<file path="config.mk">
export PLATFORM = sky130hd
export DESIGN_NAME = irq_priority_and_standby_wake
export DESIGN_NICKNAME = d
export VERILOG_FILES = /design/src/irq_priority_and_standby_wake.v
export VERILOG_INCLUDE_DIRS = /design/src /design/src/src
export SDC_FILE = /design/constraint.sdc
export NUM_CORES = 1
export LEC_CHECK = 0
export ABC_AREA = 1
export BUFFER_PORTS_ARGS = -buffer_cell sky130_fd_sc_hd__buf_2
export CAP_MARGIN = 10
export CORE_MARGIN = 1.5
export CORE_UTILIZATION = 57
export DETAILED_ROUTE_END_ITERATION = 10
export PLACE_DENSITY = 0.81
export RECOVER_POWER = 50
export SYNTH_ARGS = -nofsm -noshare
export SYNTH_HDL_FRONTEND = slang
export SYNTH_SLANG_ARGS = --single-unit
</file>
<file path="constraint.sdc">
create_clock -name mclk_i -period 17 [get_ports mclk_i]
set_clock_uncertainty 0.05 [all_clocks]
set_input_delay 0.85 -clock mclk_i [delete_from_list [all_inputs] [get_ports mclk_i]]
set_output_delay 0.85 -clock mclk_i [all_outputs]
set_load 0.02 [all_outputs]
</file>
<file path="src/irq_consts.vh">
// constants for the interrupt arbiter and standby controller
// assumes a 100 MHz system clock and a word-wide register port
`ifndef IRQ_CONSTS_VH
`define IRQ_CONSTS_VH

// register indexes
`define REG_LEVEL_LO    4'h0
`define REG_LEVEL_HI    4'h1
`define REG_EXTMODE_LO  4'h2
`define REG_EXTMODE_HI  4'h3
`define REG_PORT0_EN    4'h4
`define REG_EXTFLAG     4'h5
`define REG_STANDBY     4'h6
`define REG_PENDING     4'h7
`define REG_STATUS      4'h8

// reset values
`define LEVEL_RST       2'h0
`define EXTMODE_RST     3'h0

// priority levels, zero masks the vector
`define LVL_OFF         2'h0
`define LVL_LOW         2'h1
`define LVL_HIGH        2'h2
`define LVL_TOP         2'h3

// external pin trigger modes
`define TRIG_OFF        3'h0
`define TRIG_HIGH       3'h1
`define TRIG_LOW        3'h2
`define TRIG_RISE       3'h3
`define TRIG_FALL       3'h4
`define TRIG_BOTH       3'h5

// standby commands in bits 1:0, crystal enable in bit 4
`define SBY_PAUSE       2'h1
`define SBY_STOP        2'h2
`define SBY_KEEP        2'h3
`define SBY_XTAL_BIT    4

// vector table
`define VEC_BASE        20'h08000
`define VEC_STEP        20'h00004
`define VEC_LAST        20'h0803C
`define NUM_VEC         14
`define NUM_PERIPH      50
`define NUM_SRC         61

// stack frame sizes in bytes
`define FRAME_IRQ       3'h6
`define FRAME_CALL_PSW  3'h6
`define FRAME_CALL      3'h4

// oscillator restart time after wake
`define CLK_PERIOD_NS   10
`define OSC_RESTART_NS  1000
`define OSC_RESTART_CYC \
   ((`OSC_RESTART_NS + `CLK_PERIOD_NS - 1) / `CLK_PERIOD_NS)

`endif

</file>
<file path="src/irq_priority_and_standby_wake.v">
// interrupt arbiter with three nested levels and standby wake logic
// assumes peripheral requests are levels on mclk_i; pins are async
`timescale 1ns/10ps
`include "irq_consts.vh"

module irq_priority_and_standby_wake #(
   parameter RESTART_CYC = `OSC_RESTART_CYC
) (
   // clock and reset
   input  wire        mclk_i,
   input  wire        rst_i,
   // register port
   input  wire [3:0]  addr_i,
   input  wire [15:0] wdata_i,
   input  wire        wr_i,
   input  wire        rd_i,
   output reg  [15:0] rdata_o,
   // request sources
   input  wire [49:0] periph_irq_i,
   input  wire [7:0]  ext_irq_pin_i,
   input  wire [5:0]  port0_pin_i,
   input  wire        reset_pin_n_i,
   // processor core
   output reg         irq_req_o,
   output reg  [19:0] irq_vec_o,
   output reg  [1:0]  irq_level_o,
   input  wire        irq_ack_i,
   input  wire        irq_ret_i,
   input  wire        call_psw_i,
   input  wire        call_plain_i,
   output reg         push_o,
   output reg  [2:0]  push_bytes_o,
   // standby control
   output reg         cpu_halt_o,
   output reg         periph_stop_o,
   output reg         ceramic_main_clock_en_o,
   output reg         internal_oscillator_clock_en_o,
   output reg         low_speed_crystal_clock_en_o
);

   localparam ST_RUN   = 5'h01;
   localparam ST_PAUSE = 5'h02;
   localparam ST_STOP  = 5'h04;
   localparam ST_KEEP  = 5'h08;
   localparam ST_WAKE  = 5'h10;

   reg  [15:0] level_lo;
   reg  [11:0] level_hi;
   reg  [11:0] extmode_lo;
   reg  [11:0] extmode_hi;
   reg  [5:0]  port0_en;
   reg  [7:0]  ext_flag;
   reg         xtal_ctl;
   reg         xtal_hold;
   reg  [7:0]  ext_s1;
   reg  [7:0]  ext_s2;
   reg  [7:0]  ext_prev;
   reg  [5:0]  p0_s1;
   reg  [5:0]  p0_s2;
   reg         rstpin_s1;
   reg         rstpin_s2;
   reg  [3:1]  in_service;
   reg  [4:0]  state;
   reg  [4:0]  next_state;
   reg  [15:0] restart_cnt;
   reg  [7:0]  next_ext_flag;
   reg  [7:0]  ext_src;
   reg  [2:0]  mode;
   reg  [1:0]  cur_level;
   reg  [1:0]  best_level;
   reg  [3:0]  best_vec;
   reg  [1:0]  vlevel;
   reg  [13:0] pending;
   reg         next_req;
   reg         stop_wake;
   reg         keep_wake;
   wire [2:0]  port0_src;
   wire [27:0] levels;
   wire [23:0] extmodes;
   integer     i;
   integer     j;

   assign levels   = {level_hi, level_lo};
   assign extmodes = {extmode_hi, extmode_lo};

   // vector address from vector number, skipping the two holes
   function [19:0] vec_addr;
      input [3:0] v;
      reg   [3:0] slot;
      begin
         if (v < 4'h4) begin
            slot = v;
         end else if (v < 4'hA) begin
            slot = v + 4'h1;
         end else begin
            slot = v + 4'h2;
         end
         vec_addr = `VEC_BASE + {14'h0000, slot, 2'h0};
      end
   endfunction

   // pin synchronisers
   always @(posedge mclk_i) begin
      if (rst_i) begin
         ext_s1    <= 8'h00;
         ext_s2    <= 8'h00;
         ext_prev  <= 8'h00;
         p0_s1     <= 6'h00;
         p0_s2     <= 6'h00;
         rstpin_s1 <= 1'b1;
         rstpin_s2 <= 1'b1;
      end else begin
         ext_s1    <= ext_irq_pin_i;
         ext_s2    <= ext_s1;
         ext_prev  <= ext_s2;
         p0_s1     <= port0_pin_i;
         p0_s2     <= p0_s1;
         rstpin_s1 <= reset_pin_n_i;
         rstpin_s2 <= rstpin_s1;
      end
   end

   // external pin trigger detection
   always @* begin
      next_ext_flag = ext_flag;
      ext_src = 8'h00;
      mode = `TRIG_OFF;
      for (i = 0; i < 8; i = i + 1) begin
         mode = extmodes[i*3 +: 3];
         if (wr_i && addr_i == `REG_EXTFLAG && wdata_i[i]) begin
            next_ext_flag[i] = 1'b0;
         end
         if ((mode == `TRIG_RISE || mode == `TRIG_BOTH) &&
             ext_s2[i] && !ext_prev[i]) begin
            next_ext_flag[i] = 1'b1;
         end
         if ((mode == `TRIG_FALL || mode == `TRIG_BOTH) &&
             !ext_s2[i] && ext_prev[i]) begin
            next_ext_flag[i] = 1'b1;
         end
         if (mode == `TRIG_HIGH) begin
            ext_src[i] = ext_s2[i];
         end else if (mode == `TRIG_LOW) begin
            ext_src[i] = !ext_s2[i];
         end else begin
            ext_src[i] = ext_flag[i];
         end
      end
   end

   // port 0 pins pair onto three sources
   assign port0_src[0] = |(p0_s2[1:0] & port0_en[1:0]);
   assign port0_src[1] = |(p0_s2[3:2] & port0_en[3:2]);
   assign port0_src[2] = |(p0_s2[5:4] & port0_en[5:4]);

   // merge of all sources onto the vectors
   always @* begin
      pending[0]  = periph_irq_i[0];
      pending[1]  = |periph_irq_i[2:1];
      pending[2]  = |periph_irq_i[4:3];
      pending[3]  = ext_src[0];
      pending[4]  = ext_src[1];
      pending[5]  = ext_src[2] | (|periph_irq_i[10:5]);
      pending[6]  = ext_src[3] | (|periph_irq_i[16:11]);
      pending[7]  = ext_src[4] | (|periph_irq_i[22:17]);
      pending[8]  = ext_src[5] | (|periph_irq_i[25:23]);
      pending[9]  = |periph_irq_i[27:26];
      pending[10] = |periph_irq_i[31:28];
      pending[11] = ext_src[6] | (|periph_irq_i[36:32]);
      pending[12] = ext_src[7] | (|periph_irq_i[39:37]);
      pending[13] = (|port0_src) | (|periph_irq_i[49:40]);
   end

   // arbitration
   always @* begin
      if (in_service[3]) begin
         cur_level = `LVL_TOP;
      end else if (in_service[2]) begin
         cur_level = `LVL_HIGH;
      end else if (in_service[1]) begin
         cur_level = `LVL_LOW;
      end else begin
         cur_level = `LVL_OFF;
      end
      best_level = `LVL_OFF;
      best_vec   = 4'h0;
      vlevel     = `LVL_OFF;
      for (j = `NUM_VEC - 1; j >= 0; j = j - 1) begin
         vlevel = levels[j*2 +: 2];
         if (pending[j] && vlevel != `LVL_OFF &&
             vlevel >= best_level) begin
            best_level = vlevel;
            best_vec   = j[3:0];
         end
      end
      next_req = (best_level > cur_level) && !irq_ack_i &&
                 (state == ST_RUN || state == ST_PAUSE);
   end

   // wake conditions
   always @* begin
      stop_wake = !rstpin_s2 ||
                  (|ext_src[2:0]) || (|ext_src[7:4]) ||
                  (|port0_src) || (|periph_irq_i[47:40]) ||
                  (|periph_irq_i[39:37]) ||
                  (|periph_irq_i[25:24]) ||
                  (|periph_irq_i[31:30]) ||
                  (|periph_irq_i[10:7]) ||
                  (|periph_irq_i[36:33]);
      keep_wake = stop_wake ||
                  (|periph_irq_i[2:1]) ||
                  (|periph_irq_i[22:19]) ||
                  periph_irq_i[48];
   end

   // standby state machine
   always @* begin
      next_state = state;
      case (state)
         ST_RUN: begin
            if (wr_i && addr_i == `REG_STANDBY) begin
               if (wdata_i[1:0] == `SBY_PAUSE) begin
                  next_state = ST_PAUSE;
               end else if (wdata_i[1:0] == `SBY_STOP) begin
                  next_state = ST_STOP;
               end else if (wdata_i[1:0] == `SBY_KEEP) begin
                  next_state = ST_KEEP;
               end
            end
         end
         ST_PAUSE: begin
            if (next_req) begin
               next_state = ST_RUN;
            end
         end
         ST_STOP: begin
            if (stop_wake) begin
               next_state = ST_WAKE;
            end
         end
         ST_KEEP: begin
            if (keep_wake) begin
               next_state = ST_WAKE;
            end
         end
         ST_WAKE: begin
            if (restart_cnt == 16'h0000) begin
               next_state = ST_RUN;
            end
         end
         default: begin
            next_state = ST_RUN;
         end
      endcase
   end

   always @(posedge mclk_i) begin
      if (rst_i) begin
         state       <= ST_RUN;
         restart_cnt <= 16'h0000;
         xtal_hold   <= 1'b0;
         cpu_halt_o                     <= 1'b0;
         periph_stop_o                  <= 1'b0;
         ceramic_main_clock_en_o        <= 1'b1;
         internal_oscillator_clock_en_o <= 1'b1;
         low_speed_crystal_clock_en_o   <= 1'b0;
      end else begin
         state <= next_state;
         if (next_state == ST_WAKE && state != ST_WAKE) begin
            restart_cnt <= RESTART_CYC[15:0] - 16'h0001;
         end else if (restart_cnt != 16'h0000) begin
            restart_cnt <= restart_cnt - 16'h0001;
         end
         if (next_state == ST_KEEP && state != ST_KEEP) begin
            xtal_hold <= xtal_ctl;
         end
         cpu_halt_o    <= (next_state != ST_RUN);
         periph_stop_o <= (next_state == ST_STOP) ||
                          (next_state == ST_KEEP) ||
                          (next_state == ST_WAKE);
         ceramic_main_clock_en_o <= (next_state != ST_STOP) &&
                                    (next_state != ST_KEEP);
         internal_oscillator_clock_en_o <= (next_state != ST_STOP) &&
                                           (next_state != ST_KEEP);
         if (next_state == ST_STOP) begin
            low_speed_crystal_clock_en_o <= 1'b0;
         end else if (next_state == ST_KEEP) begin
            low_speed_crystal_clock_en_o <=
               (state == ST_KEEP) ? xtal_hold : xtal_ctl;
         end else begin
            low_speed_crystal_clock_en_o <= xtal_ctl;
         end
      end
   end

   // nesting, vector output and stack frames
   always @(posedge mclk_i) begin
      if (rst_i) begin
         in_service   <= 3'h0;
         irq_req_o    <= 1'b0;
         irq_vec_o    <= `VEC_BASE;
         irq_level_o  <= `LVL_OFF;
         push_o       <= 1'b0;
         push_bytes_o <= 3'h0;
      end else begin
         if (irq_ack_i && irq_req_o) begin
            in_service[irq_level_o] <= 1'b1;
         end else if (irq_ret_i) begin
            if (in_service[3]) begin
               in_service[3] <= 1'b0;
            end else if (in_service[2]) begin
               in_service[2] <= 1'b0;
            end else begin
               in_service[1] <= 1'b0;
            end
         end
         irq_req_o <= next_req && (next_state == ST_RUN);
         if (next_req) begin
            irq_vec_o   <= vec_addr(best_vec);
            irq_level_o <= best_level;
         end
         push_o <= (irq_ack_i && irq_req_o) || call_psw_i ||
                   call_plain_i;
         if (irq_ack_i && irq_req_o) begin
            push_bytes_o <= `FRAME_IRQ;
         end else if (call_psw_i) begin
            push_bytes_o <= `FRAME_CALL_PSW;
         end else if (call_plain_i) begin
            push_bytes_o <= `FRAME_CALL;
         end else begin
            push_bytes_o <= 3'h0;
         end
      end
   end

   // register writes
   always @(posedge mclk_i) begin
      if (rst_i) begin
         level_lo   <= {8{`LEVEL_RST}};
         level_hi   <= {6{`LEVEL_RST}};
         extmode_lo <= {4{`EXTMODE_RST}};
         extmode_hi <= {4{`EXTMODE_RST}};
         port0_en   <= 6'h00;
         ext_flag   <= 8'h00;
         xtal_ctl   <= 1'b0;
      end else begin
         ext_flag <= next_ext_flag;
         if (wr_i) begin
            if (addr_i == `REG_LEVEL_LO) begin
               level_lo <= wdata_i;
            end else if (addr_i == `REG_LEVEL_HI) begin
               level_hi <= wdata_i[11:0];
            end else if (addr_i == `REG_EXTMODE_LO) begin
               extmode_lo <= wdata_i[11:0];
            end else if (addr_i == `REG_EXTMODE_HI) begin
               extmode_hi <= wdata_i[11:0];
            end else if (addr_i == `REG_PORT0_EN) begin
               port0_en <= wdata_i[5:0];
            end else if (addr_i == `REG_STANDBY) begin
               xtal_ctl <= wdata_i[`SBY_XTAL_BIT];
            end
         end
      end
   end

   // register reads, data one cycle after the strobe
   always @(posedge mclk_i) begin
      if (rst_i) begin
         rdata_o <= 16'h0000;
      end else if (rd_i) begin
         if (addr_i == `REG_LEVEL_LO) begin
            rdata_o <= level_lo;
         end else if (addr_i == `REG_LEVEL_HI) begin
            rdata_o <= {4'h0, level_hi};
         end else if (addr_i == `REG_EXTMODE_LO) begin
            rdata_o <= {4'h0, extmode_lo};
         end else if (addr_i == `REG_EXTMODE_HI) begin
            rdata_o <= {4'h0, extmode_hi};
         end else if (addr_i == `REG_PORT0_EN) begin
            rdata_o <= {10'h000, port0_en};
         end else if (addr_i == `REG_EXTFLAG) begin
            rdata_o <= {8'h00, ext_flag};
         end else if (addr_i == `REG_STANDBY) begin
            rdata_o <= {11'h000, xtal_ctl, 4'h0};
         end else if (addr_i == `REG_PENDING) begin
            rdata_o <= {2'h0, pending};
         end else if (addr_i == `REG_STATUS) begin
            rdata_o <= {3'h0, state, 3'h0, in_service, 2'h0};
         end else begin
            rdata_o <= 16'h0000;
         end
      end else begin
         rdata_o <= 16'h0000;
      end
   end

endmodule

</file>
-- Word level (Yosys, flattened, before mapping)
Index checks and enable logic that the tools add are counted.
- flip-flop bits (word level): 177
- input port bits: 93
- output and inout bits: 48
- logic and storage cells: 440
- $add $sub $neg: 4
- $lt $le $gt $ge: 19
- eq/ne operators: 67
- mux-type cells: 106
- bitwise operators: 17
- reduce and logical (&&, ||, !) cells: 188
- operators by type and width (cell ; number):
    14-bit 2-to-1 mux ; 7
    1-bit logical AND ; 78
    4-bit 2-to-1 mux ; 18
    3-bit by 2-bit equality test with 1-bit output, second input constant ; 16
    3-bit equality test, second input constant ; 16
    1-bit 2-to-1 mux ; 45
    5-bit 2-to-1 mux ; 8
    2-bit 2-to-1 mux ; 17
    1-bit logical OR ; 33
    2-bit nonzero test ; 16
    2-bit >= comparator ; 13
    5-bit one-hot mux with 5 select lines ; 1
    3-bit by 1-bit equality test with 1-bit output, second input constant ; 8
    3-bit nonzero test ; 8
    6-bit OR reduction ; 4
    4-bit OR reduction ; 5
    1-bit logical NOT ; 18
    16-bit by 6-bit adder with 17-bit output, first input constant ; 1
    4-bit by 3-bit equality test with 1-bit output, second input constant ; 4
    16-bit logical NOT ; 1
    16-bit 2-to-1 mux ; 1
    16-bit nonzero test ; 1
    2-bit OR reduction ; 8
    16-bit by 1-bit subtractor with 16-bit output, second input constant ; 1
    other kinds (41) ; 73

-- Longest topological paths before layout
Gate-level depths: netlist of run 1.
- word-level depth: 53
- depth in mapped cells: 122
- depth with buffers taken out: 122

-- Worst setup path after synthesis of run 1
No wires, ideal clock.
- path kind: input to register
- start point: input port periph_irq_i[47]
- end point: register irq_vec_o[2]
- library setup time: 0.113 ns
- arrival time: 13.699 ns
- required time: 16.837 ns
- slack: 3.138 ns
- stages on the path: 111
- path buffers: 0
- cell sequence: nor2_1 > nand2_1 > nor2_1 > nand2_1 > nor2_1 > nor2_1 > ha_1 > o21a_1 > o21ai_0 > inv_1 > nand2_4 > nand2_1 > o21ai_1 > ha_1 > inv_1 > nand2_1 > nand2_1 > nand3_1 > (+75 left out) > nand3_1 > and2_1 > ha_1 > o21a_1 > o21ai_0 > inv_1 > o21ai_0 > inv_1 > o21ai_0 > ha_1 > nand2_1 > inv_1 > nor3_1 > o21ai_1 > inv_1 > nand2_1 > o21ai_1 > inv_1
- elaborated cells on any way between the ends: 70
- those cells by class: add/sub (3); order compare (16); mux (32); bitwise (1); reduce/logical (18)
- RTL lines (element ; RTL line ; RTL):
    start: declaration ; irq_priority_and_standby_wake.v:19 ; input wire [49:0] periph_irq_i,
    10-bit OR reduction (*) ; irq_priority_and_standby_wake.v:171 ; pending[13] = (|port0_src) | (|periph_irq_i[49:40]);
    1-bit OR (*) ; irq_priority_and_standby_wake.v:171 ;
    1-bit logical AND (no line) (*) ; n/a ;
    1-bit logical AND (*) ; irq_priority_and_standby_wake.v:190 ; if (pending[j] && vlevel != `LVL_OFF &&
    2-bit 2-to-1 mux (*) ; irq_priority_and_standby_wake.v:190 ;
    2-bit >= comparator ; irq_priority_and_standby_wake.v:191 ; vlevel >= best_level) begin
    1-bit logical AND ; irq_priority_and_standby_wake.v:190 ;
    2-bit 2-to-1 mux (*) ; irq_priority_and_standby_wake.v:190 ;
    (+31 left out) ; n/a ;
    1-bit logical AND ; irq_priority_and_standby_wake.v:190 ;
    2-bit 2-to-1 mux (*) ; irq_priority_and_standby_wake.v:190 ;
    2-bit >= comparator ; irq_priority_and_standby_wake.v:191 ;
    1-bit logical AND ; irq_priority_and_standby_wake.v:190 ;
    2-bit 2-to-1 mux (*) ; irq_priority_and_standby_wake.v:190 ;
    via best_level[1] ; irq_priority_and_standby_wake.v:70 ; reg [1:0] best_level;
    2-bit greater-than comparator (*) ; irq_priority_and_standby_wake.v:196 ; next_req = (best_level > cur_level) && !irq_ack_i &&
    1-bit logical AND (*) (2 in series) ; irq_priority_and_standby_wake.v:196 ;
    end signal: assignment ; irq_priority_and_standby_wake.v:301 ; irq_vec_o <= `VEC_BASE;
    end signal: assignment ; irq_priority_and_standby_wake.v:319 ; irq_vec_o <= vec_addr(best_vec);
    end: declaration ; irq_priority_and_standby_wake.v:25 ; output reg [19:0] irq_vec_o,
The timed path passes the listed nets; every way through them passes the cells marked *. The select of a mux whose other input is x is not followed.
A chain may end at the register's enable or synchronous reset.

-- Worst setup path in the final report of run 1
- start point: input port periph_irq_i[47]
- end point: register state[4]
- cells in the longest elaborated chain, start to end: 49
- elaborated cells on any way between the ends: 61
- those cells by class: order compare (14); mux (18); bitwise (1); reduce/logical (28)
- RTL lines (element ; RTL line ; RTL):
    10-bit OR reduction (*) ; irq_priority_and_standby_wake.v:171 ;
    1-bit OR (*) ; irq_priority_and_standby_wake.v:171 ;
    1-bit logical AND (no line) (*) ; n/a ;
    1-bit logical AND (*) ; irq_priority_and_standby_wake.v:190 ;
    2-bit 2-to-1 mux (*) ; irq_priority_and_standby_wake.v:190 ;
    2-bit >= comparator ; irq_priority_and_standby_wake.v:191 ;
    1-bit logical AND ; irq_priority_and_standby_wake.v:190 ;
    2-bit 2-to-1 mux (*) ; irq_priority_and_standby_wake.v:190 ;
    (+33 left out) ; n/a ;
    2-bit >= comparator ; irq_priority_and_standby_wake.v:191 ;
    1-bit logical AND ; irq_priority_and_standby_wake.v:190 ;
    2-bit 2-to-1 mux (*) ; irq_priority_and_standby_wake.v:190 ;
    via best_level[1] ; irq_priority_and_standby_wake.v:70 ;
    2-bit greater-than comparator (*) ; irq_priority_and_standby_wake.v:196 ;
    1-bit logical AND (*) (2 in series) ; irq_priority_and_standby_wake.v:196 ;
    5-bit 2-to-1 mux (*) ; irq_priority_and_standby_wake.v:232 ; if (next_req) begin
    5-bit one-hot mux with 5 select lines (*) ; irq_priority_and_standby_wake.v:219 ; case (state)
    end signal: assignment ; irq_priority_and_standby_wake.v:268 ; state <= next_state;
    end: declaration ; irq_priority_and_standby_wake.v:63 ; reg [4:0] state;
The timed path passes the listed nets; every way through them passes the cells marked *.

==> results.json, run 1 <==
{
  "wl_met3_microns": 1850,
  "combPwrFrac_pct": 21.1,
  "synth_top_family_by_area": "simple AND/OR/NAND/NOR gates",
  "drtIter0Drc": 768,
  "yosysMostFrequentCell": "nand2_1",
  "min_period_ns": 15.50,
  "slowest_stage": "ha_1",
  "post-route-period-util_pct": 91.2,
  "io_buffers": 123,
  "grt_use_total_pct": 30.7,
  "crit_path_frequent_cell": "nand2_1",
  "ys_seq_area_share_pct": 38.5,
  "drtAntennaViolNets": 0,
  "synthMuxAreaShare_pct": 0.120,
  "synth_xor_area_share_pct": 0.842,
  "numPlacedInstances": 1472,
  "tightest_slew_ns": 1.95,
  "antenna_found_initial": 1,
  "clk_pin_slew_worst_paths_ns": 0.06,
  "violations": "capacitance limit, slew limit",
  "clkLatencyLatePin_ns": 0.43,
  "crit_arrival_ns": 15.79,
  "final-max-slew-violation-count": 49,
  "switchingPower_mw": 0.311,
  "ctsRootBufferMaster": "clkbuf_16",
  "critPathLaunchType": "primary input",
  "maxSlewHeadroom_pct": -29.8,
  "routedWlPerCell_microns": 15.1,
  "p_per_area_mw_per_mm2": 106,
  "finish.utilization_pct": 67.8,
  "synth_area_per_cell_sq_um": 6.93,
  "layout-drive-gt1-share_pct": 12.8,
  "syn_area_sq_mm": 0.00832,
  "grt_max_degree": 77,
  "synth.distinct_cells": 52,
  "p_leak_nw": 4.21,
  "max_freq_mhz": 64.5,
  "multi_input_area_sq_mm": 0.00422,
  "synthCells": 1200,
  "start_util_pct": 59.2,
  "synth.top_cells.by_count": "187 x nand2_1, 177 x inv_1, 160 x dfxtp_1, 142 x nor2_1, 116 x o21ai_0",
  "setup_viol": 0,
  "wl_met2_microns": 10500,
  "run_status": "finished with violations",
  "cts_buffers": 17,
  "vias_per_cell": 5.55,
  "ys_ff_latch": 160,
  "overflow": 0,
  "grt_pass1_wl_microns": 36100,
  "fp.coreArea_sq_mm": 0.0140,
  "grt_pass1_vias": 7615,
  "p_clk_share_pct": 36.9,
  "internal-power_mw": 0.698,
  "hold_violations": 0,
  "synth_top_area_share_pct": 38.5,
  "top_layer": "met4",
  "area_growth_pct": 14.4,
  "critPathKind": "primary input to register",
  "power_frac_seq_pct": 42.0,
  "async_flop_share_pct": 0,
  "rows": 43,
  "ys_warn_count": 0,
  "cts_max_path_buffers": 2,
  "clkSinkCount": 160,
  "drt_wl_total_microns": 22800,
  "finalSetupTns_ns": 0,
  "cpPeakStageDelay_ns": 0.30,
  "regArea_sq_mm": 0.00320,
  "wl_met1_microns": 9390,
  "dpl.hpwl_microns": 17200,
  "crit_path_end_kind": "register",
  "p_sw_share_pct": 30.8,
  "ys.flop_type": "dfxtp_1",
  "vdd_drop_max_v": 0.0000980,
  "yosys.area_share.simple_pct": 26.7,
  "floorplan.die_area_sq_mm": 0.0153,
  "vias": 8341,
  "io_pins": 141,
  "diodes": 0,
  "maxCapViolCount": 1,
  "htree_num_levels": 4,
  "drtPass1Iterations": 5,
  "fin_nets": 1424,
  "synth_edf_count": 0,
  "synth_area_leaders": "dfxtp_1 39%, nand2_1 8.4%, inv_1 8.0%, o21ai_0 7.0%, a21oi_1 6.5%",
  "post-route-drc-count": 0,
  "synth_compound_area_share_pct": 19.2,
  "die_height_microns": 124,
  "hold_path.class": "register to register",
  "cts_tree": "done",
  "fillerInstances": 1281,
  "yosys.area_share.adder_pct": 3.01,
  "yosys.area.top_type": "dfxtp_1",
  "routabilityCongestion": 1.01,
  "cts_hold_buffers": 0,
  "fp.dieW_microns": 124,
  "critPathMaxFanout": 6,
  "required_ns": 17.29,
  "stdcell_count": 1503
}
cell usage in the layout, fill, tap and decap left out, types with 3 or more instances in the layout:
| cell type | synthesis | routed |
|---|---|---|
| a21boi_0 | 3 | 3 |
| a21oi_1 | 108 | 108 |
| a221oi_1 | 5 | 5 |
| a31oi_1 | 10 | 10 |
| and2_1 | 7 | 7 |
| buf_2 | 0 | 90 |
| clkbuf_1 | 31 | 37 |
| clkbuf_16 | 0 | 17 |
| clkinvlp_4 | 0 | 4 |
| conb_1 | 2 | 17 |
| dfxtp_1 | 160 | 160 |
| ha_1 | 20 | 20 |
| inv_1 | 177 | 177 |
| inv_2 | 10 | 10 |
| inv_6 | 0 | 3 |
| nand2_1 | 187 | 187 |
| nand2_2 | 8 | 8 |
| nand2_4 | 9 | 9 |
| nand3_1 | 72 | 72 |
| nand3b_1 | 4 | 4 |
| nand4_1 | 8 | 8 |
| nor2_1 | 142 | 142 |
| nor3_1 | 20 | 19 |
| nor4_1 | 10 | 10 |
| o2111ai_1 | 6 | 6 |
| o211ai_1 | 11 | 11 |
| o21ai_0 | 116 | 116 |
| o21ai_1 | 9 | 8 |
| o21ai_2 | 2 | 3 |
| o221ai_1 | 4 | 4 |
| or2_2 | 5 | 5 |
| xor2_1 | 6 | 6 |
registers in the layout, summed over array words and instances (netlist names), 8 cells and up:
register / cells
level_lo: 16
rdata_o: 16
restart_cnt: 16
extmode_hi: 12
extmode_lo: 12
level_hi: 12
ext_flag: 8
ext_prev: 8
ext_s1: 8
ext_s2: 8
cells by family (layout without fill, tap and decap cells):
logic type / count (synthesis) / count (layout)
AND/OR/NAND/NOR: 486 / 486
AO/OA/AOI/OAI: 286 / 286
buffers and inverters: 237 / 345
flip-flops: 160 / 160
adder cells (fa/ha/maj): 20 / 20
XOR/XNOR: 8 / 8
other: 2 / 17
multiplexers: 1 / 1
layer usage:
layer	track usage (%)	up-vias
li1	-	4123
met2	50.3	377
met1	37.4	3768
met5	0	-
met4	15.7	0
met3	7.37	73
final timing paths:
check                    from        end  slack, ns  cells after the start
min                 ext_s1[7]  ext_s2[7]       0.35                      2
min reg2reg         ext_s1[7]  ext_s2[7]       0.35                      2
max reg2reg       port0_en[2]   state[4]       1.59                    110
max          periph_irq_i[47]   state[4]       1.50                    112
power by group through the flow:
stage | logic, mW | clock network (mW) | registers (mW)
3_3_place_gp | 0.205 | 0 | 0.431
3_5_place_dp | 0.209 | 0 | 0.431
4_1_cts | 0.212 | 0.373 | 0.424
6_report | 0.213 | 0.372 | 0.424
5_1_grt | 0.242 | 0.392 | 0.428
2_1_floorplan | 0.158 | 0 | 0.432
metrics by stage:
stage          hold slack (ns)  total power, mW  instance area, sq um  worst slack (ns)
5_1_grt                  0.367             1.06                  9520          -0.00173
6_report                 0.350             1.01                  9520              1.50
4_1_cts                  0.351             1.01                  9550              1.57
3_3_place_gp             0.340            0.635                  8980              2.14
2_1_floorplan            0.338            0.591                  8370              3.14
3_5_place_dp             0.343            0.640                  8980              1.24
cell type report:
cell class              instances  share of cell area (%)
clock buffers                  20                    4.59
repair buffers                126                    6.23
flip-flops and latches        160                    33.7
clock inverters                11                    1.37
multi-input cells             818                    44.3
well taps                     180                    2.37
inverters                     188                    7.44
what timing repair did:
action	4_1_cts	5_1_grt
resized for setup	0	2
setup buffers	0	0
setup endpoints to repair	0	7
critical path, delay by kind of cell:
family          cells  cell delay (ns)
fa+ha+maj          14             3.71
simple gates       63             6.93
compound gates     18             3.05
buf+inv            17             1.22
(Power assumes the default switching activity.)
==> inputs of run 2 (changes only) <==
Settings changed: RECOVER_POWER 50 to 100.
==> run 2 against run 1 <==
Compared with the run above:
- the flow still finishes with violations (capacitance limit, slew limit)
- critical path depth unchanged
- non-clock buffer count unchanged
- cell count unchanged
- first-iteration DRC count increased by 4.8%
- combinational power about the same
- utilization about the same
- die area unchanged
- worst setup slack improved by 0.046 ns
- register-to-register slack improved by 0.07 ns
- clock-buffer cell count unchanged
- clock power about the same
==> results.json, run 2 (synthesis results as in run 1) <==
{
  "grt_pass1_vias": 7615,
  "finalSetupTns_ns": 0,
  "routabilityCongestion": 1.01,
  "cts_hold_buffers": 0,
  "tightest_slew_ns": 1.98,
  "ctsRootBufferMaster": "clkbuf_16",
  "vias": 8334,
  "critPathKind": "primary input to register",
  "hold_violations": 0,
  "internal-power_mw": 0.698,
  "slowest_stage": "nor2_1",
  "area_growth_pct": 14.3,
  "io_buffers": 123,
  "layout_common_cells": "187 x nand2_1, 177 x inv_1, 160 x dfxtp_1",
  "final_common_cell": "nand2_1",
  "combPwrFrac_pct": 21.1,
  "cts_buffers": 17,
  "fp.coreArea_sq_mm": 0.0140,
  "dpl.hpwl_microns": 17200,
  "drtPass1Iterations": 6,
  "critPathLaunchType": "primary input",
  "fin_nets": 1424,
  "min_period_ns": 15.45,
  "p_per_area_mw_per_mm2": 106,
  "floorplan.die_area_sq_mm": 0.0153,
  "dpl-instance-area_sq_mm": 0.00898,
  "cpPeakStageDelay_ns": 0.30,
  "start_util_pct": 59.2,
  "crit_path_frequent_cell": "nand2_1",
  "vdd_drop_max_v": 0.0000983,
  "grt_pass1_wl_microns": 36100,
  "switchingPower_mw": 0.310,
  "total_power_mw": 1.01,
  "io_pins": 141,
  "rsz0062_at_grt": "no",
  "place_ws_ns": 1.24,
  "hold_path_depth": 2,
  "setup_ws_ns": 1.55,
  "grt_max_degree": 77,
  "cts.repair.resized": 0,
  "final-max-slew-violation-count": 49,
  "post-route-period-util_pct": 90.9,
  "reg_top3": "level_lo x16, rdata_o x16, restart_cnt x16",
  "rows": 43,
  "cts_max_path_buffers": 2,
  "run_status": "finished with violations",
  "design_area_sq_mm": 0.00951,
  "routedWlPerCell_microns": 15.2,
  "maxSlewHeadroom_pct": -31.7,
  "vias_per_cell": 5.54,
  "numPlacedInstances": 1472,
  "max_freq_mhz": 64.7,
  "worstRegToRegCells": 110,
  "finish.utilization_pct": 67.7,
  "crit_arrival_ns": 15.75,
  "post-route-drc-count": 0,
  "fp.dieW_microns": 124,
  "critPathMaxFanout": 6,
  "maxCapViolCount": 1,
  "p_leak_nw": 4.21,
  "required_ns": 17.29,
  "clk_pin_slew_worst_paths_ns": 0.06,
  "setup_viol": 0,
  "hold_path.class": "register to register",
  "antenna_found_initial": 1,
  "power_frac_seq_pct": 42.0,
  "drt_wl_total_microns": 22800,
  "diodes": 0,
  "grt_use_total_pct": 30.7,
  "cts_tree": "done",
  "drtIter0Drc": 805,
  "layout-drive-gt1-share_pct": 12.8,
  "die_height_microns": 124,
  "htree_num_levels": 4,
  "clkLatencyLatePin_ns": 0.43,
  "r2r_slack_ns": 1.66,
  "clkSinkCount": 160,
  "postCtsSetupRepairBufs": 0,
  "overflow": 0,
  "p_sw_share_pct": 30.8,
  "stdcell_count": 1503,
  "fin_hold_ws_ns": 0.349,
  "crit_path_end_kind": "register",
  "violations": "capacitance limit, slew limit",
  "p_clk_share_pct": 36.8,
  "drtAntennaViolNets": 0
}
## run 2: cell count changes in the layout (fill, tap and decap cells not counted)
cell and change:
o22ai_1 +1, o21ai_1 -1, o22ai_2 -1, o21ai_0 +1
## run 2: area by class of cell
class | count | area (sq um)
fillers | 1283 | 4530
repair buffers | 126 | 593
flip-flops and latches | 160 | 3200
clock inverters | 11 | 130
multi-input cells | 818 | 4210
well taps | 180 | 225
inverters | 188 | 708
clock buffers | 20 | 437
## run 2: path summary, 6_finish.rpt
kind / to / start
setup / recovery: state[4] / periph_irq_i[47]
hold / removal: ext_s2[7] / ext_s1[7]
setup reg to reg: state[4] / port0_en[4]
hold reg to reg: ext_s2[7] / ext_s1[7]
## run 2: worst max-delay path: cells and delay by family
kind / cells / cell delay [ns]
and+or+nand+nor: 63 / 6.92
adders and majority gates: 14 / 3.74
AOI/OAI and AO/OA: 18 / 2.98
buffers and inverters: 17 / 1.23
## run 2: routing by layer
metal | part of all wire (%) | vias up | wire length, microns | global-route usage, %
met2 | 46 | 370 | 10600 | 50.3
met4 | 4.3 | 0 | 990 | 15.7
li1 | - | 4115 | - | -
met3 | 8.6 | 76 | 1960 | 7.37
met1 | 41 | 3773 | 9310 | 37.4
met5 | 0 | - | 0 | 0
## run 2: power groups by stage
stage	registers, mW	clock network [mW]	logic (mW)
4_1_cts	0.424	0.373	0.212
3_5_place_dp	0.431	0	0.209
2_1_floorplan	0.432	0	0.158
6_report	0.424	0.372	0.213
5_1_grt	0.428	0.392	0.242
3_3_place_gp	0.431	0	0.205
==> inputs of run 3 (changes only) <==
--- a/constraint.sdc
+++ b/constraint.sdc
@@ -4,2 +4,2 @@
 set_output_delay 0.85 -clock mclk_i [all_outputs]
-set_load 0.02 [all_outputs]
+set_load 0.005 [all_outputs]
==> run 3 against run 2 <==
Compared with the run above:
- the flow still finishes with violations (capacitance limit, slew limit)
- clock-buffer cell count unchanged
- final area about the same
- power down 0.71%
- critical path type unchanged
- sequential cell count unchanged
- largest cell class unchanged
==> results.json, run 3 (synthesis results as in run 1) <==
{
  "post-route-drc-count": 0,
  "final-max-slew-violation-count": 49,
  "drtAntennaViolNets": 0,
  "p_leak_nw": 4.23,
  "fp.coreArea_sq_mm": 0.0140,
  "grt_pass1_wl_microns": 36100,
  "ctsRootBufferMaster": "clkbuf_16",
  "setup_viol": 0,
  "tightest_slew_ns": 1.90,
  "p_clk_share_pct": 37.1,
  "min_period_ns": 15.47,
  "hold_violations": 0,
  "diodes": 0,
  "vdd_drop_max_v": 0.0000983,
  "crit_arrival_ns": 15.76,
  "layout-drive-gt1-share_pct": 13.2,
  "hold_path_depth": 2,
  "fin_nets": 1424,
  "critPathMaxFanout": 6,
  "r2r-end": "state[4]",
  "dpl-instance-area_sq_mm": 0.00898,
  "postCtsSetupRepairBufs": 0,
  "post-route-period-util_pct": 91.0,
  "switchingPower_mw": 0.303,
  "drt_wl_total_microns": 22800,
  "cts_buffers": 17,
  "numPlacedInstances": 1472,
  "drtIter0Drc": 810,
  "setup_ws_ns": 1.53,
  "vias_per_cell": 5.55,
  "p_sw_share_pct": 30.3,
  "stdcell_count": 1503,
  "design_area_sq_mm": 0.00952,
  "crit_path_frequent_cell": "nand2_1",
  "antenna_found_initial": 1,
  "start_util_pct": 59.2,
  "die_height_microns": 124,
  "dpl.hpwl_microns": 17200,
  "combPwrFrac_pct": 20.5,
  "maxSlewHeadroom_pct": -27.0,
  "grt_pass1_vias": 7615,
  "r2r_slack_ns": 1.60,
  "maxCapViolCount": 1,
  "rsz0062_at_grt": "no",
  "io_buffers": 123,
  "hp-start": "ext_s1[6]",
  "cpPeakStageDelay_ns": 0.30,
  "slowest_stage": "ha_1",
  "fillerInstances": 1281,
  "clkSinkCount": 160,
  "min_to": "ext_s2[6]",
  "required_ns": 17.29,
  "p_per_area_mw_per_mm2": 105,
  "grt_max_degree": 77,
  "layout_common_cells": "187 x nand2_1, 177 x inv_1, 160 x dfxtp_1",
  "cts_tree": "done",
  "rows": 43,
  "clk_pin_slew_worst_paths_ns": 0.06,
  "fp.dieW_microns": 124,
  "drtPass1Iterations": 6,
  "overflow": 0,
  "area_growth_pct": 14.4,
  "max_freq_mhz": 64.6,
  "r2r_start": "port0_en[2]",
  "critPathKind": "primary input to register",
  "power_frac_seq_pct": 42.4,
  "cts_max_path_buffers": 2,
  "io_pins": 141,
  "routabilityCongestion": 1.01,
  "reg_top3": "level_lo x16, rdata_o x16, restart_cnt x16",
  "internal-power_mw": 0.698,
  "routedWlPerCell_microns": 15.2,
  "critPathLaunchType": "primary input",
  "hold_path.class": "register to register",
  "final_common_cell": "nand2_1",
  "finalSetupTns_ns": 0,
  "clkLatencyLatePin_ns": 0.43,
  "grt_use_total_pct": 30.7,
  "worstRegToRegCells": 110,
  "crit_path_end_kind": "register",
  "violations": "capacitance limit, slew limit",
  "vias": 8340,
  "floorplan.die_area_sq_mm": 0.0153,
  "run_status": "finished with violations",
  "place_ws_ns": 1.24,
  "htree_num_levels": 4
}
-- run 3: critical path: cells and delay by family --
kind / cells / cell delay (ns)
compound gates: 18 / 3.01
fa+ha+maj: 14 / 3.74
buf+inv: 17 / 1.24
simple gates: 63 / 6.92
-- run 3: metrics by stage --
| step | total power [mW] | hold WS, ns | utilization (%) |
|---|---|---|---|
| after floorplan | 0.583 | 0.338 | - |
| final | 1.00 | 0.349 | 67.8 |
| after global routing | 1.05 | 0.367 | 67.8 |
| after detailed placement | 0.632 | 0.343 | 64.0 |
| after global placement | 0.628 | 0.340 | 64.0 |
| after CTS | 1.00 | 0.351 | 68.0 |
-- run 3: how the worst max path moves through the flow --
stage	start	endpoint	slack, ns
floorplan	periph_irq_i[47]	irq_vec_o[2]	3.14
global placement	periph_irq_i[47]	irq_vec_o[4]	2.14
detailed placement	periph_irq_i[47]	irq_vec_o[4]	1.24
CTS	periph_irq_i[47]	irq_vec_o[4]	1.57
global route	periph_irq_i[47]	state[4]	0.01
finish	periph_irq_i[47]	state[4]	1.53
-- run 3: per-layer routing --
metal / vias up / GRT usage, % / share of wire, % / routed length, microns
met1: 3758 / 37.4 / 41 / 9340
met4: 0 / 15.7 / 4.1 / 934
met3: 72 / 7.37 / 8.6 / 1960
li1: 4115 / - / - / -
met2: 395 / 50.3 / 46 / 10600
met5: - / 0 / 0 / 0
-- run 3: cell type report --
class                           instances  area [sq um]  share of cell area [%]
Timing Repair Buffer                  126           601                    6.31
Inverter                              188           708                    7.44
Tap cell                              180           225                    2.37
Multi-Input combinational cell        818          4210                    44.3
Clock inverter                         11           130                    1.37
Sequential cell                       160          3200                    33.7
Clock buffer                           20           437                    4.59
-- run 3: power groups by stage --
stage               Clock, mW  Sequential, mW  Combinational, mW
floorplan                   0           0.427              0.156
global placement            0           0.431              0.197
detailed placement          0           0.431              0.201
CTS                     0.373           0.424              0.205
global route            0.392           0.428              0.235
finish                  0.372           0.424              0.205
-- run 3: timing repair --
action,in CTS,in global routing
resized for setup,0,2
hold buffers,0,0
endpoints found under the setup margin,0,7
